`src/rtl/mprc_pkg.sv`:
```
// constants, field layout and state type of the program run-control block
// assumes one 250 MHz clock and a plain register port from the host side
// Function
// - manual mode: jog accepted, cycle start ignored
// - pause held: start needs release and new rise
// - pause suspends; resume on release plus start
// - forced end held: start needs release, rise
// - start and forced end together: no run
// - start falling beats simultaneous forced end
// - forced end cancels block, stops; start restarts
// - no restart while forced end still high
// - forced end between blocks cancels next block
// - pause held: start plus forced end ignored
// - forced end beats simultaneous pause
// - forced end ignored while paused
// - leaving auto stops program; pause then ignored
// - leaving auto stops; later forced end ignored
// - paused then auto low enters manual
// - forced-end stop then auto low enters manual
// - single block: forced end stops, start continues
// - aux reset already high skips aux output
// - aux wait ignores start; reset fall resamples start
// - forced end beats aux reset, clears code
// - pause keeps aux code, ignores aux reset
package mprc_pkg;

  // ==================================================================
  // register map
  localparam logic [3:0] MPRC_CTRL_OFS = 4'h0;
  localparam logic [3:0] MPRC_STAT_OFS = 4'h4;
  localparam logic [3:0] MPRC_AUX_OFS = 4'h8;
  localparam logic [31:0] MPRC_CTRL_RST = 32'h0000_0000;

  // ==================================================================
  // control bit positions
  localparam int MPRC_NCTL = 7;
  localparam int MPRC_B_AUTO = 0;
  localparam int MPRC_B_START = 1;
  localparam int MPRC_B_PAUSE = 2;
  localparam int MPRC_B_FEND = 3;
  localparam int MPRC_B_SINGLE = 4;
  localparam int MPRC_B_JOG = 5;
  localparam int MPRC_B_AUXRST = 6;

  // ==================================================================
  // status bit positions
  localparam int MPRC_S_MANUAL = 0;
  localparam int MPRC_S_RUN = 1;
  localparam int MPRC_S_PAUSED = 2;
  localparam int MPRC_S_AUXWAIT = 3;
  localparam int MPRC_S_HOLD = 4;
  localparam int MPRC_S_JOG = 5;
  localparam int MPRC_S_AUXVAL = 6;

  // ==================================================================
  // timing
  localparam int MPRC_CLK_PERIOD_PS = 4000;
  localparam int MPRC_SCAN_TIME_NS = 1000;
  localparam int MPRC_SCAN_CYCLES = (MPRC_SCAN_TIME_NS * 1000) / MPRC_CLK_PERIOD_PS;
  localparam int MPRC_AUX_W = 8;
  localparam logic [MPRC_AUX_W-1:0] MPRC_AUX_RST = 8'h00;

  typedef enum logic [2:0] {
    ST_MANUAL,
    ST_IDLE,
    ST_GAP,
    ST_RUN,
    ST_PAUSE,
    ST_AUXW,
    ST_HOLD
  } mprc_state_t;

endpackage

```
`src/rtl/mprc_scan_div.sv`:
```
// scan tick divider: one-cycle enable every scan period
// assumes synchronous reset copy from the top
`timescale 1ns/1ps
module mprc_scan_div #(
  parameter int CYCLES = 250
) (
  input wire logic clk,
  input wire logic rst_n,
  output logic tick
);
  localparam int CW = $clog2(CYCLES);

  // ==================================================================
  // sanity
  generate
    if (CYCLES < 2)
    begin : g_chk
      $error("scan period must be two cycles or more");
    end
  endgenerate

  logic [CW-1:0] cnt_q;
  logic [CW-1:0] cnt_d;
  logic tick_d;
  logic tick_q;

  always_comb
  begin
    tick_d = (cnt_q == CW'(CYCLES - 1));
    cnt_d = tick_d ? '0 : cnt_q + CW'(1);
  end

  always_ff @(posedge clk or negedge rst_n)
  begin
    if (!rst_n)
    begin
      cnt_q <= '0;
      tick_q <= 1'b0;
    end
    else
    begin
      cnt_q <= cnt_d;
      tick_q <= tick_d;
    end
  end

  assign tick = tick_q;
endmodule

```
`src/rtl/mprc_edge.sv`:
```
// per-bit scan sampler with rise and fall detection
// assumes inputs already in the clock domain; eval pulses once per scan
`timescale 1ns/1ps
module mprc_edge #(
  parameter int N = 7
) (
  input wire logic clk,
  input wire logic rst_n,
  input wire logic tick,
  input wire logic [N-1:0] din,
  output logic [N-1:0] lvl,
  output logic [N-1:0] rise,
  output logic [N-1:0] fall,
  output logic eval
);
  logic [N-1:0] cur_q;
  logic [N-1:0] prev_q;
  logic eval_q;

  // ==================================================================
  // one sample and its predecessor per bit
  genvar i;
  generate
    for (i = 0; i < N; i++)
    begin : g_bit
      always_ff @(posedge clk or negedge rst_n)
      begin
        if (!rst_n)
        begin
          cur_q[i] <= 1'b0;
          prev_q[i] <= 1'b0;
        end
        else if (tick)
        begin
          cur_q[i] <= din[i];
          prev_q[i] <= cur_q[i];
        end
      end
      assign rise[i] = cur_q[i] & ~prev_q[i];
      assign fall[i] = ~cur_q[i] & prev_q[i];
    end
  endgenerate

  always_ff @(posedge clk or negedge rst_n)
  begin
    if (!rst_n)
      eval_q <= 1'b0;
    else
      eval_q <= tick;
  end

  assign lvl = cur_q;
  assign eval = eval_q;
endmodule

```
`src/rtl/mprc_top.sv`:
```
// program run-control: control word from the host, block handshake to the
// motion engine, aux code output. engine signals are on the same clock.
//
// Local design decisions: the placing of the registers and strobed register access.
`timescale 1ns/1ps
module mprc_top
  import mprc_pkg::*;
#(
  parameter int SCAN_CYCLES = mprc_pkg::MPRC_SCAN_CYCLES,
  parameter int AUX_W = mprc_pkg::MPRC_AUX_W
) (
  input wire logic CLK,
  input wire logic RESETN,
  input wire logic [3:0] ADDR,
  input wire logic [31:0] WDATA,
  input wire logic WR,
  input wire logic RD,
  output logic [31:0] RDATA,
  input wire logic BLK_DONE,
  input wire logic BLK_LAST,
  input wire logic BLK_AUX,
  input wire logic [AUX_W-1:0] BLK_AUX_CODE,
  output logic BLK_REQ,
  output logic BLK_CANCEL,
  output logic BLK_HOLD,
  output logic RUN_ACTIVE,
  output logic MANUAL_MODE,
  output logic JOG_EN,
  output logic AUX_VALID,
  output logic [AUX_W-1:0] AUX_CODE
);
  import mprc_pkg::*;

  generate
    if (AUX_W < 1 || AUX_W > 32)
    begin : g_chk
      $error("aux code width must be 1 to 32");
    end
  endgenerate

  // ==================================================================
  // reset release
  logic rst_a_q;
  logic rst_n;

  always_ff @(posedge CLK or negedge RESETN)
  begin
    if (!RESETN)
    begin
      rst_a_q <= 1'b0;
      rst_n <= 1'b0;
    end
    else
    begin
      rst_a_q <= 1'b1;
      rst_n <= rst_a_q;
    end
  end

  // ==================================================================
  // control register
  logic [MPRC_NCTL-1:0] ctrl_q;
  logic [MPRC_NCTL-1:0] ctrl_d;
  logic [31:0] rdata_q;
  logic [31:0] rdata_d;
  logic [31:0] stat_w;
  logic [AUX_W-1:0] aux_q;

  always_comb
  begin
    ctrl_d = ctrl_q;
    if (WR && ADDR == MPRC_CTRL_OFS)
      ctrl_d = WDATA[MPRC_NCTL-1:0];
    rdata_d = 32'h0000_0000;
    if (RD)
    begin
      unique case (ADDR)
        MPRC_CTRL_OFS: rdata_d = {{(32 - MPRC_NCTL){1'b0}}, ctrl_q};
        MPRC_STAT_OFS: rdata_d = stat_w;
        MPRC_AUX_OFS: rdata_d = 32'(aux_q);
        default: rdata_d = 32'h0000_0000;
      endcase
    end
  end

  always_ff @(posedge CLK or negedge rst_n)
  begin
    if (!rst_n)
    begin
      ctrl_q <= MPRC_CTRL_RST[MPRC_NCTL-1:0];
      rdata_q <= 32'h0000_0000;
    end
    else
    begin
      ctrl_q <= ctrl_d;
      rdata_q <= rdata_d;
    end
  end

  assign RDATA = rdata_q;

  // ==================================================================
  // scan sampling
  logic tick;
  logic eval;
  logic [MPRC_NCTL-1:0] lvl;
  logic [MPRC_NCTL-1:0] rise;
  logic [MPRC_NCTL-1:0] fall;

  mprc_scan_div #(
    .CYCLES(SCAN_CYCLES)
  ) u_div (
    .clk(CLK),
    .rst_n(rst_n),
    .tick(tick)
  );

  mprc_edge #(
    .N(MPRC_NCTL)
  ) u_edge (
    .clk(CLK),
    .rst_n(rst_n),
    .tick(tick),
    .din(ctrl_q),
    .lvl(lvl),
    .rise(rise),
    .fall(fall),
    .eval(eval)
  );

  logic auto_l;
  logic pause_l;
  logic fend_l;
  logic single_l;
  logic auxrst_l;
  logic start_l;
  logic start_r;
  logic start_f;
  logic fend_r;
  logic auxrst_f;

  assign auto_l = lvl[MPRC_B_AUTO];
  assign pause_l = lvl[MPRC_B_PAUSE];
  assign fend_l = lvl[MPRC_B_FEND];
  assign single_l = lvl[MPRC_B_SINGLE];
  assign auxrst_l = lvl[MPRC_B_AUXRST];
  assign start_l = lvl[MPRC_B_START];
  assign start_r = rise[MPRC_B_START];
  assign start_f = fall[MPRC_B_START];
  assign fend_r = rise[MPRC_B_FEND];
  assign auxrst_f = fall[MPRC_B_AUXRST];

  // ==================================================================
  // run-control sequencer
  mprc_state_t st_q;
  mprc_state_t st_d;
  logic done_q;
  logic done_d;
  logic last_q;
  logic last_d;
  logic req_q;
  logic req_d;
  logic cancel_q;
  logic cancel_d;
  logic auxv_q;
  logic auxv_d;
  logic [AUX_W-1:0] aux_d;
  logic go;
  logic fend_hit;

  // a fresh start needs a rise with both blockers low in the same scan
  assign go = start_r & ~pause_l & ~fend_l;
  // falling start in the same scan masks a forced end
  assign fend_hit = fend_r & ~start_f;

  always_comb
  begin
    st_d = st_q;
    done_d = done_q | BLK_DONE;
    last_d = BLK_DONE ? BLK_LAST : last_q;
    req_d = 1'b0;
    cancel_d = 1'b0;
    auxv_d = auxv_q;
    aux_d = aux_q;
    // engine completions are caught between scans so none is lost
    if (BLK_DONE && BLK_AUX && st_q == ST_RUN)
      aux_d = BLK_AUX_CODE;
    if (eval)
    begin
      unique case (st_q)
        ST_MANUAL:
        begin
          if (auto_l)
            st_d = ST_IDLE;
        end
        ST_IDLE:
        begin
          if (!auto_l)
            st_d = ST_MANUAL;
          else if (go)
            st_d = ST_GAP;
        end
        ST_GAP:
        begin
          if (!auto_l)
            st_d = ST_MANUAL;
          else if (fend_hit)
          begin
            st_d = ST_IDLE;
            auxv_d = 1'b0;
          end
          else
          begin
            req_d = 1'b1;
            done_d = 1'b0;
            st_d = ST_RUN;
          end
        end
        ST_RUN:
        begin
          if (!auto_l)
          begin
            st_d = ST_MANUAL;
            cancel_d = 1'b1;
          end
          else if (fend_hit)
          begin
            st_d = ST_IDLE;
            cancel_d = 1'b1;
            auxv_d = 1'b0;
          end
          else if (pause_l)
            st_d = ST_PAUSE;
          else if (done_q)
          begin
            done_d = 1'b0;
            if (BLK_AUX && !auxrst_l && aux_q != MPRC_AUX_RST)
            begin
              auxv_d = 1'b1;
              st_d = ST_AUXW;
            end
            else if (last_q)
              st_d = ST_IDLE;
            else if (single_l)
              st_d = ST_HOLD;
            else
              st_d = ST_GAP;
          end
        end
        ST_PAUSE:
        begin
          // forced end and aux reset both ignored here
          if (!auto_l)
            st_d = ST_MANUAL;
          else if (start_r && !pause_l)
            st_d = ST_RUN;
        end
        ST_AUXW:
        begin
          if (!auto_l)
            st_d = ST_MANUAL;
          else if (fend_hit)
          begin
            st_d = ST_IDLE;
            auxv_d = 1'b0;
          end
          else if (auxrst_f)
          begin
            auxv_d = 1'b0;
            // cycle start level only looked at on the release
            if (last_q)
              st_d = ST_IDLE;
            else if (start_l && !single_l)
              st_d = ST_GAP;
            else
              st_d = ST_HOLD;
          end
        end
        ST_HOLD:
        begin
          if (!auto_l)
            st_d = ST_MANUAL;
          else if (fend_hit)
          begin
            st_d = ST_IDLE;
            auxv_d = 1'b0;
          end
          else if (go)
            st_d = ST_GAP;
        end
      endcase
    end
  end

  always_ff @(posedge CLK or negedge rst_n)
  begin
    if (!rst_n)
    begin
      st_q <= ST_IDLE;
      done_q <= 1'b0;
      last_q <= 1'b0;
      req_q <= 1'b0;
      cancel_q <= 1'b0;
      auxv_q <= 1'b0;
      aux_q <= MPRC_AUX_RST;
    end
    else
    begin
      st_q <= st_d;
      done_q <= done_d;
      last_q <= last_d;
      req_q <= req_d;
      cancel_q <= cancel_d;
      auxv_q <= auxv_d;
      aux_q <= aux_d;
    end
  end

  // ==================================================================
  // outputs and status
  logic manual_w;
  logic jog_q;
  logic jog_d;

  assign manual_w = (st_q == ST_MANUAL);

  // jog follows the scan that sees auto low, in the same cycle as the state moves
  always_comb
  begin
    jog_d = jog_q;
    if (eval)
      jog_d = ~auto_l & lvl[MPRC_B_JOG];
  end

  always_ff @(posedge CLK or negedge rst_n)
  begin
    if (!rst_n)
      jog_q <= 1'b0;
    else
      jog_q <= jog_d;
  end

  assign BLK_REQ = req_q;
  assign BLK_CANCEL = cancel_q;
  assign BLK_HOLD = (st_q == ST_PAUSE);
  assign RUN_ACTIVE = (st_q == ST_RUN) || (st_q == ST_GAP);
  assign MANUAL_MODE = manual_w;
  assign JOG_EN = jog_q;
  assign AUX_VALID = auxv_q;
  assign AUX_CODE = auxv_q ? aux_q : MPRC_AUX_RST;

  always_comb
  begin
    stat_w = 32'h0000_0000;
    stat_w[MPRC_S_MANUAL] = manual_w;
    stat_w[MPRC_S_RUN] = RUN_ACTIVE;
    stat_w[MPRC_S_PAUSED] = (st_q == ST_PAUSE);
    stat_w[MPRC_S_AUXWAIT] = (st_q == ST_AUXW);
    stat_w[MPRC_S_HOLD] = (st_q == ST_HOLD);
    stat_w[MPRC_S_JOG] = jog_q;
    stat_w[MPRC_S_AUXVAL] = auxv_q;
  end
endmodule

```
`config.mk`:
```
export PLATFORM = sky130hd
export DESIGN_NAME = mprc_top
export DESIGN_NICKNAME = d
export VERILOG_FILES = /design/src/rtl/mprc_pkg.sv /design/src/rtl/mprc_scan_div.sv /design/src/rtl/mprc_edge.sv /design/src/rtl/mprc_top.sv
export SDC_FILE = /design/constraint.sdc
export NUM_CORES = 1
export LEC_CHECK = 0
export BUFFER_PORTS_ARGS = -buffer_cell sky130_fd_sc_hd__buf_2
export CORE_UTILIZATION = 30
export DETAILED_ROUTE_END_ITERATION = 8
export PLACE_DENSITY = 0.52
export RECOVER_POWER = 100
export SLEW_MARGIN = 0
export SYNTH_ARGS = -nofsm -noshare
export SYNTH_HDL_FRONTEND = slang
export SYNTH_HIERARCHICAL = 1
export SYNTH_SLANG_ARGS = --single-unit
```
`constraint.sdc`:
```
create_clock -name CLK -period 3.4 [get_ports CLK]
set_input_delay 0.68 -clock CLK [delete_from_list [all_inputs] [get_ports CLK]]
set_output_delay 0.68 -clock CLK [all_outputs]
set_load 0.05 [all_outputs]
```
==> tab_implementation.tex <==
\begin{tabular}{lr}
\hline
Metric & Value \\
\hline
\multicolumn{2}{l}{\textbf{Status}} \\
\quad Result of the run & complete, but fails checks \\
\quad Violated checks & DRC, capacitance limit, slew limit \\
\multicolumn{2}{l}{\textbf{Global route}} \\
\quad Leftover overflow at the end of global routing & 0 \\
\quad GRT Util Overall & 0.1332 \\
\quad Global-route wire length before repair & 10280 µm \\
\quad Via count of the first global-routing pass & 2007 \\
\quad Maximum number of pins on one net before global-route repair & 32 \\
\quad Number of antenna violations at the first check in global routing & 0 \\
\multicolumn{2}{l}{\textbf{Final layout}} \\
\quad Fill cell total of the finished layout & 925 \\
\quad Area delta synth->final & 11.11\% \\
\quad Antenna diode count & 0 \\
\quad Fraction of layout cells with a size suffix above 1 & 0.1804 \\
\quad Share of the core filled with cells & 0.3508 \\
\quad Net count of the finished layout & 368 \\
\multicolumn{2}{l}{\textbf{STA}} \\
\quad RSZ-0062 raised after global routing & false \\
\quad Final max-slew violation count & 32 \\
\quad Timing-limited maximum frequency & 0.3897 GHz \\
\quad Setup Viol. Count Final & 0 \\
\quad Final worst-path cycle share & 0.7547 \\
\quad Transition at the pin with the smallest max-transition slack & 1.646 ns \\
\quad Total count of hold-check failures in the final report & 0 \\
\quad Worst slew margin relative to its limit & -0.09714 \\
\quad Worst Clk Skew & 0.01212 ns \\
\quad Setup TNS after final layout & 0 ns \\
\quad Min cycle time layout & 2.566 ns \\
\multicolumn{2}{l}{\textbf{Route}} \\
\quad Mean number of vias per cell & 4.750 \\
\quad Drt drc & 7 \\
\quad Top routing layer used & met4 \\
\quad Met3 Routed Length & 337 µm \\
\quad Vias & 2014 \\
\quad Count of nets left with antenna violations after detail routing & 0 \\
\quad Routed Wire Length & 6042 µm \\
\quad Wire length on met2 & 2755 µm \\
\quad Initial DRT Pass Iterations & 9 \\
\quad Met1 Wirelength & 2881 µm \\
\quad Mean routed wirelength per cell & 14.25 µm \\
\quad DR iter-0 viols & 71 \\
\multicolumn{2}{l}{\textbf{Worst setup path}} \\
\quad Largest fanout of any net on the critical path & 14 \\
\quad Slowest cell on crit path & sky130\_fd\_sc\_hd\_\_dfrtp\_1 \\
\quad Depth of the worst register-to-register path & 4 \\
\quad Required @ worst endpoint & 2.72 ns \\
\quad Worst Path Class, Setup & register to primary output \\
\quad Startpoint type of the worst setup path & register \\
\quad Largest stage delay on the critical path & 0.60 ns \\
\quad Cell breakdown of the critical path & nor3b\_1 -> clkbuf\_1 \\
\quad Worst endpoint data arrival time & 1.89 ns \\
\quad Crit path capture type & primary output \\
\multicolumn{2}{l}{\textbf{Flow run}} \\
\quad Count of max-cap constraint violations & 1 \\
\multicolumn{2}{l}{\textbf{Power and ir drop}} \\
\quad Cell Pwr Density & 406.1 nW/µm² \\
\quad Static leakage & 1.438 nW \\
\quad VDD IR-drop max & 0.1560 mV \\
\multicolumn{2}{l}{\textbf{Placement}} \\
\quad Detailed Place HPWL & 4638 µm \\
\quad Port Buffers & 48 \\
\quad Routability cong. & 0.8750 \\
\multicolumn{2}{l}{\textbf{Yosys}} \\
\quad Post-synthesis average cell area & 10.31 µm² \\
\quad Number of warnings reported in the yosys synthesis log & 6 \\
\quad Instance count of the mapped netlist & 271 \\
\quad Combined area of all synthesized cells & 2794 µm² \\
\multicolumn{2}{l}{\textbf{Clock tree}} \\
\quad Clock transition at the register clock pins on the worst setup and hold paths after CTS & 0.10 ns \\
\quad CTS buffer count & 5 \\
\quad CTS Sinks & 54 \\
\quad Post-cts gate resize count & 0 \\
\quad Post-CTS Hold Fix Bufs & 0 \\
\quad Maximum root-to-sink buffer count & 2 \\
\quad Clock root buffer master & sky130\_fd\_sc\_hd\_\_clkbuf\_8 \\
\quad TritonCTS clock tree & yes \\
\quad Clock H-tree levels & 2 \\
\quad Insertion delay to the later sink of the worst-skew pair & 0.31 ns \\
\quad Post-CTS Setup Repair Bufs & 0 \\
\multicolumn{2}{l}{\textbf{Worst hold path}} \\
\quad Worst Hold Class & input port to async pin \\
\multicolumn{2}{l}{\textbf{Die}} \\
\quad Area of the placeable core & 8848 µm² \\
\quad Number of placement rows & 34 \\
\quad Die Y-Extent & 98.51 µm \\
\quad Horizontal die dimension & 98.51 µm \\
\quad Boundary Pins & 98 \\
\quad Initial core utilization & 0.3158 \\
\quad Die area & 9703 µm² \\
\hline
\end{tabular}
==> metrics by stage <==
stage | hold slack [ns] | instances | area (µm²) | total power, W | setup WS, ns
after detailed placement | 0.2306 | 416 | 3034 | 0.0008390 | 1.096
after floorplan | 0.3312 | 294 | 2880 | 0.0008203 | 0.9475
after CTS | 0.1151 | 424 | 3151 | 0.001288 | 0.9641
after global placement | 0.2300 | 416 | 3034 | 0.0008374 | 1.034
after global routing | 0.1264 | 424 | 3104 | 0.001320 | 0.4808
final | 0.1281 | 424 | 3104 | 0.001261 | 0.8341
==> cells in the final DEF (no fill, tap or decap), types with 2 or more instances in the layout <==
| cell type | instances |
|---|---|
| sky130_fd_sc_hd__nor4_1 | 2 |
| sky130_fd_sc_hd__a21oi_1 | 16 |
| sky130_fd_sc_hd__nor2_1 | 25 |
| sky130_fd_sc_hd__conb_1 | 25 |
| sky130_fd_sc_hd__xor2_1 | 2 |
| sky130_fd_sc_hd__nand3b_1 | 3 |
| sky130_fd_sc_hd__dfrtp_1 | 53 |
| sky130_fd_sc_hd__a31oi_1 | 3 |
| sky130_fd_sc_hd__inv_1 | 10 |
| sky130_fd_sc_hd__ha_1 | 2 |
| sky130_fd_sc_hd__clkbuf_1 | 26 |
| sky130_fd_sc_hd__nand3_1 | 11 |
| sky130_fd_sc_hd__nor2b_1 | 7 |
| sky130_fd_sc_hd__nand2_1 | 11 |
| sky130_fd_sc_hd__or3_1 | 3 |
| sky130_fd_sc_hd__clkbuf_8 | 5 |
| sky130_fd_sc_hd__and2_1 | 8 |
| sky130_fd_sc_hd__o21ai_0 | 6 |
| sky130_fd_sc_hd__nor3_1 | 5 |
| sky130_fd_sc_hd__nand2b_1 | 7 |
| sky130_fd_sc_hd__nor3b_1 | 3 |
| sky130_fd_sc_hd__mux2i_1 | 8 |
| sky130_fd_sc_hd__buf_2 | 23 |
| sky130_fd_sc_hd__mux2_2 | 25 |
| sky130_fd_sc_hd__and3_1 | 3 |
| sky130_fd_sc_hd__o211ai_1 | 2 |
==> path summary, 6_finish.rpt <==
check | startpoint | endpoint | slack (ns)
min in group CLK | rst_a_q$_DFF_PN0_ | rst_n$_DFF_PN0_ | 0.35
max in group asynchronous | rst_n$_DFF_PN0_ | st_q[1]$_DFFE_PN0P_ | 1.06
hold / removal | RESETN | rst_n$_DFF_PN0_ | 0.13
setup reg to reg | st_q[0]$_DFFE_PN1P_ | aux_q[6]$_DFFE_PN0P_ | 0.93
hold reg to reg | rst_n$_DFF_PN0_ | aux_q[2]$_DFFE_PN0P_ | 0.34
setup / recovery | st_q[2]$_DFFE_PN0P_ | BLK_HOLD | 0.83
==> where the power goes <==
group	switching, W	total (W)	internal, W	leakage [nW]
Clock	0.000215	0.000438	0.000223	0.0587
Combinational	0.0000957	0.000132	0.0000362	0.668
Sequential	0.0000267	0.000691	0.000664	0.711
Total	0.000337	0.00126	0.000924	1.44
==> per-layer routing <==
| metal | GRT usage | vias to the layer above |
|---|---|---|
| met3 | 0.01702 | 5 |
| met5 | 0 | - |
| li1 | - | 972 |
| met1 | 0.1841 | 963 |
| met2 | 0.2167 | 74 |
| met4 | 0.04478 | 0 |
==> critical path, delay by kind of cell, from the launching register on <==
family                 cells  cell delay, ns
and+or+nand+nor            1            0.46
buffers and inverters      1            0.51
DFF                        1            0.60
==> registers in the layout, summed over array words and instances, names as in the netlist, 3 cells and up <==
name / count
u_div/cnt_q: 8
u_edge/lvl: 7
aux_q: 8
ctrl_q: 7
RDATA: 8
u_edge/prev_q: 3
st_q: 3
==> layout make-up <==
cell class	instances	area, µm²	share of cell area
clock buffers	5	68.82	0.02217
clock inverters	3	47.55	0.01532
inverters	10	37.54	0.01209
multi-input cells	195	1250	0.4027
flip-flops and latches	54	1353	0.4357
well taps	108	135.1	0.04353
repair buffers	49	212.7	0.06852
No activity file was read; power rests on OpenSTA's default activity.
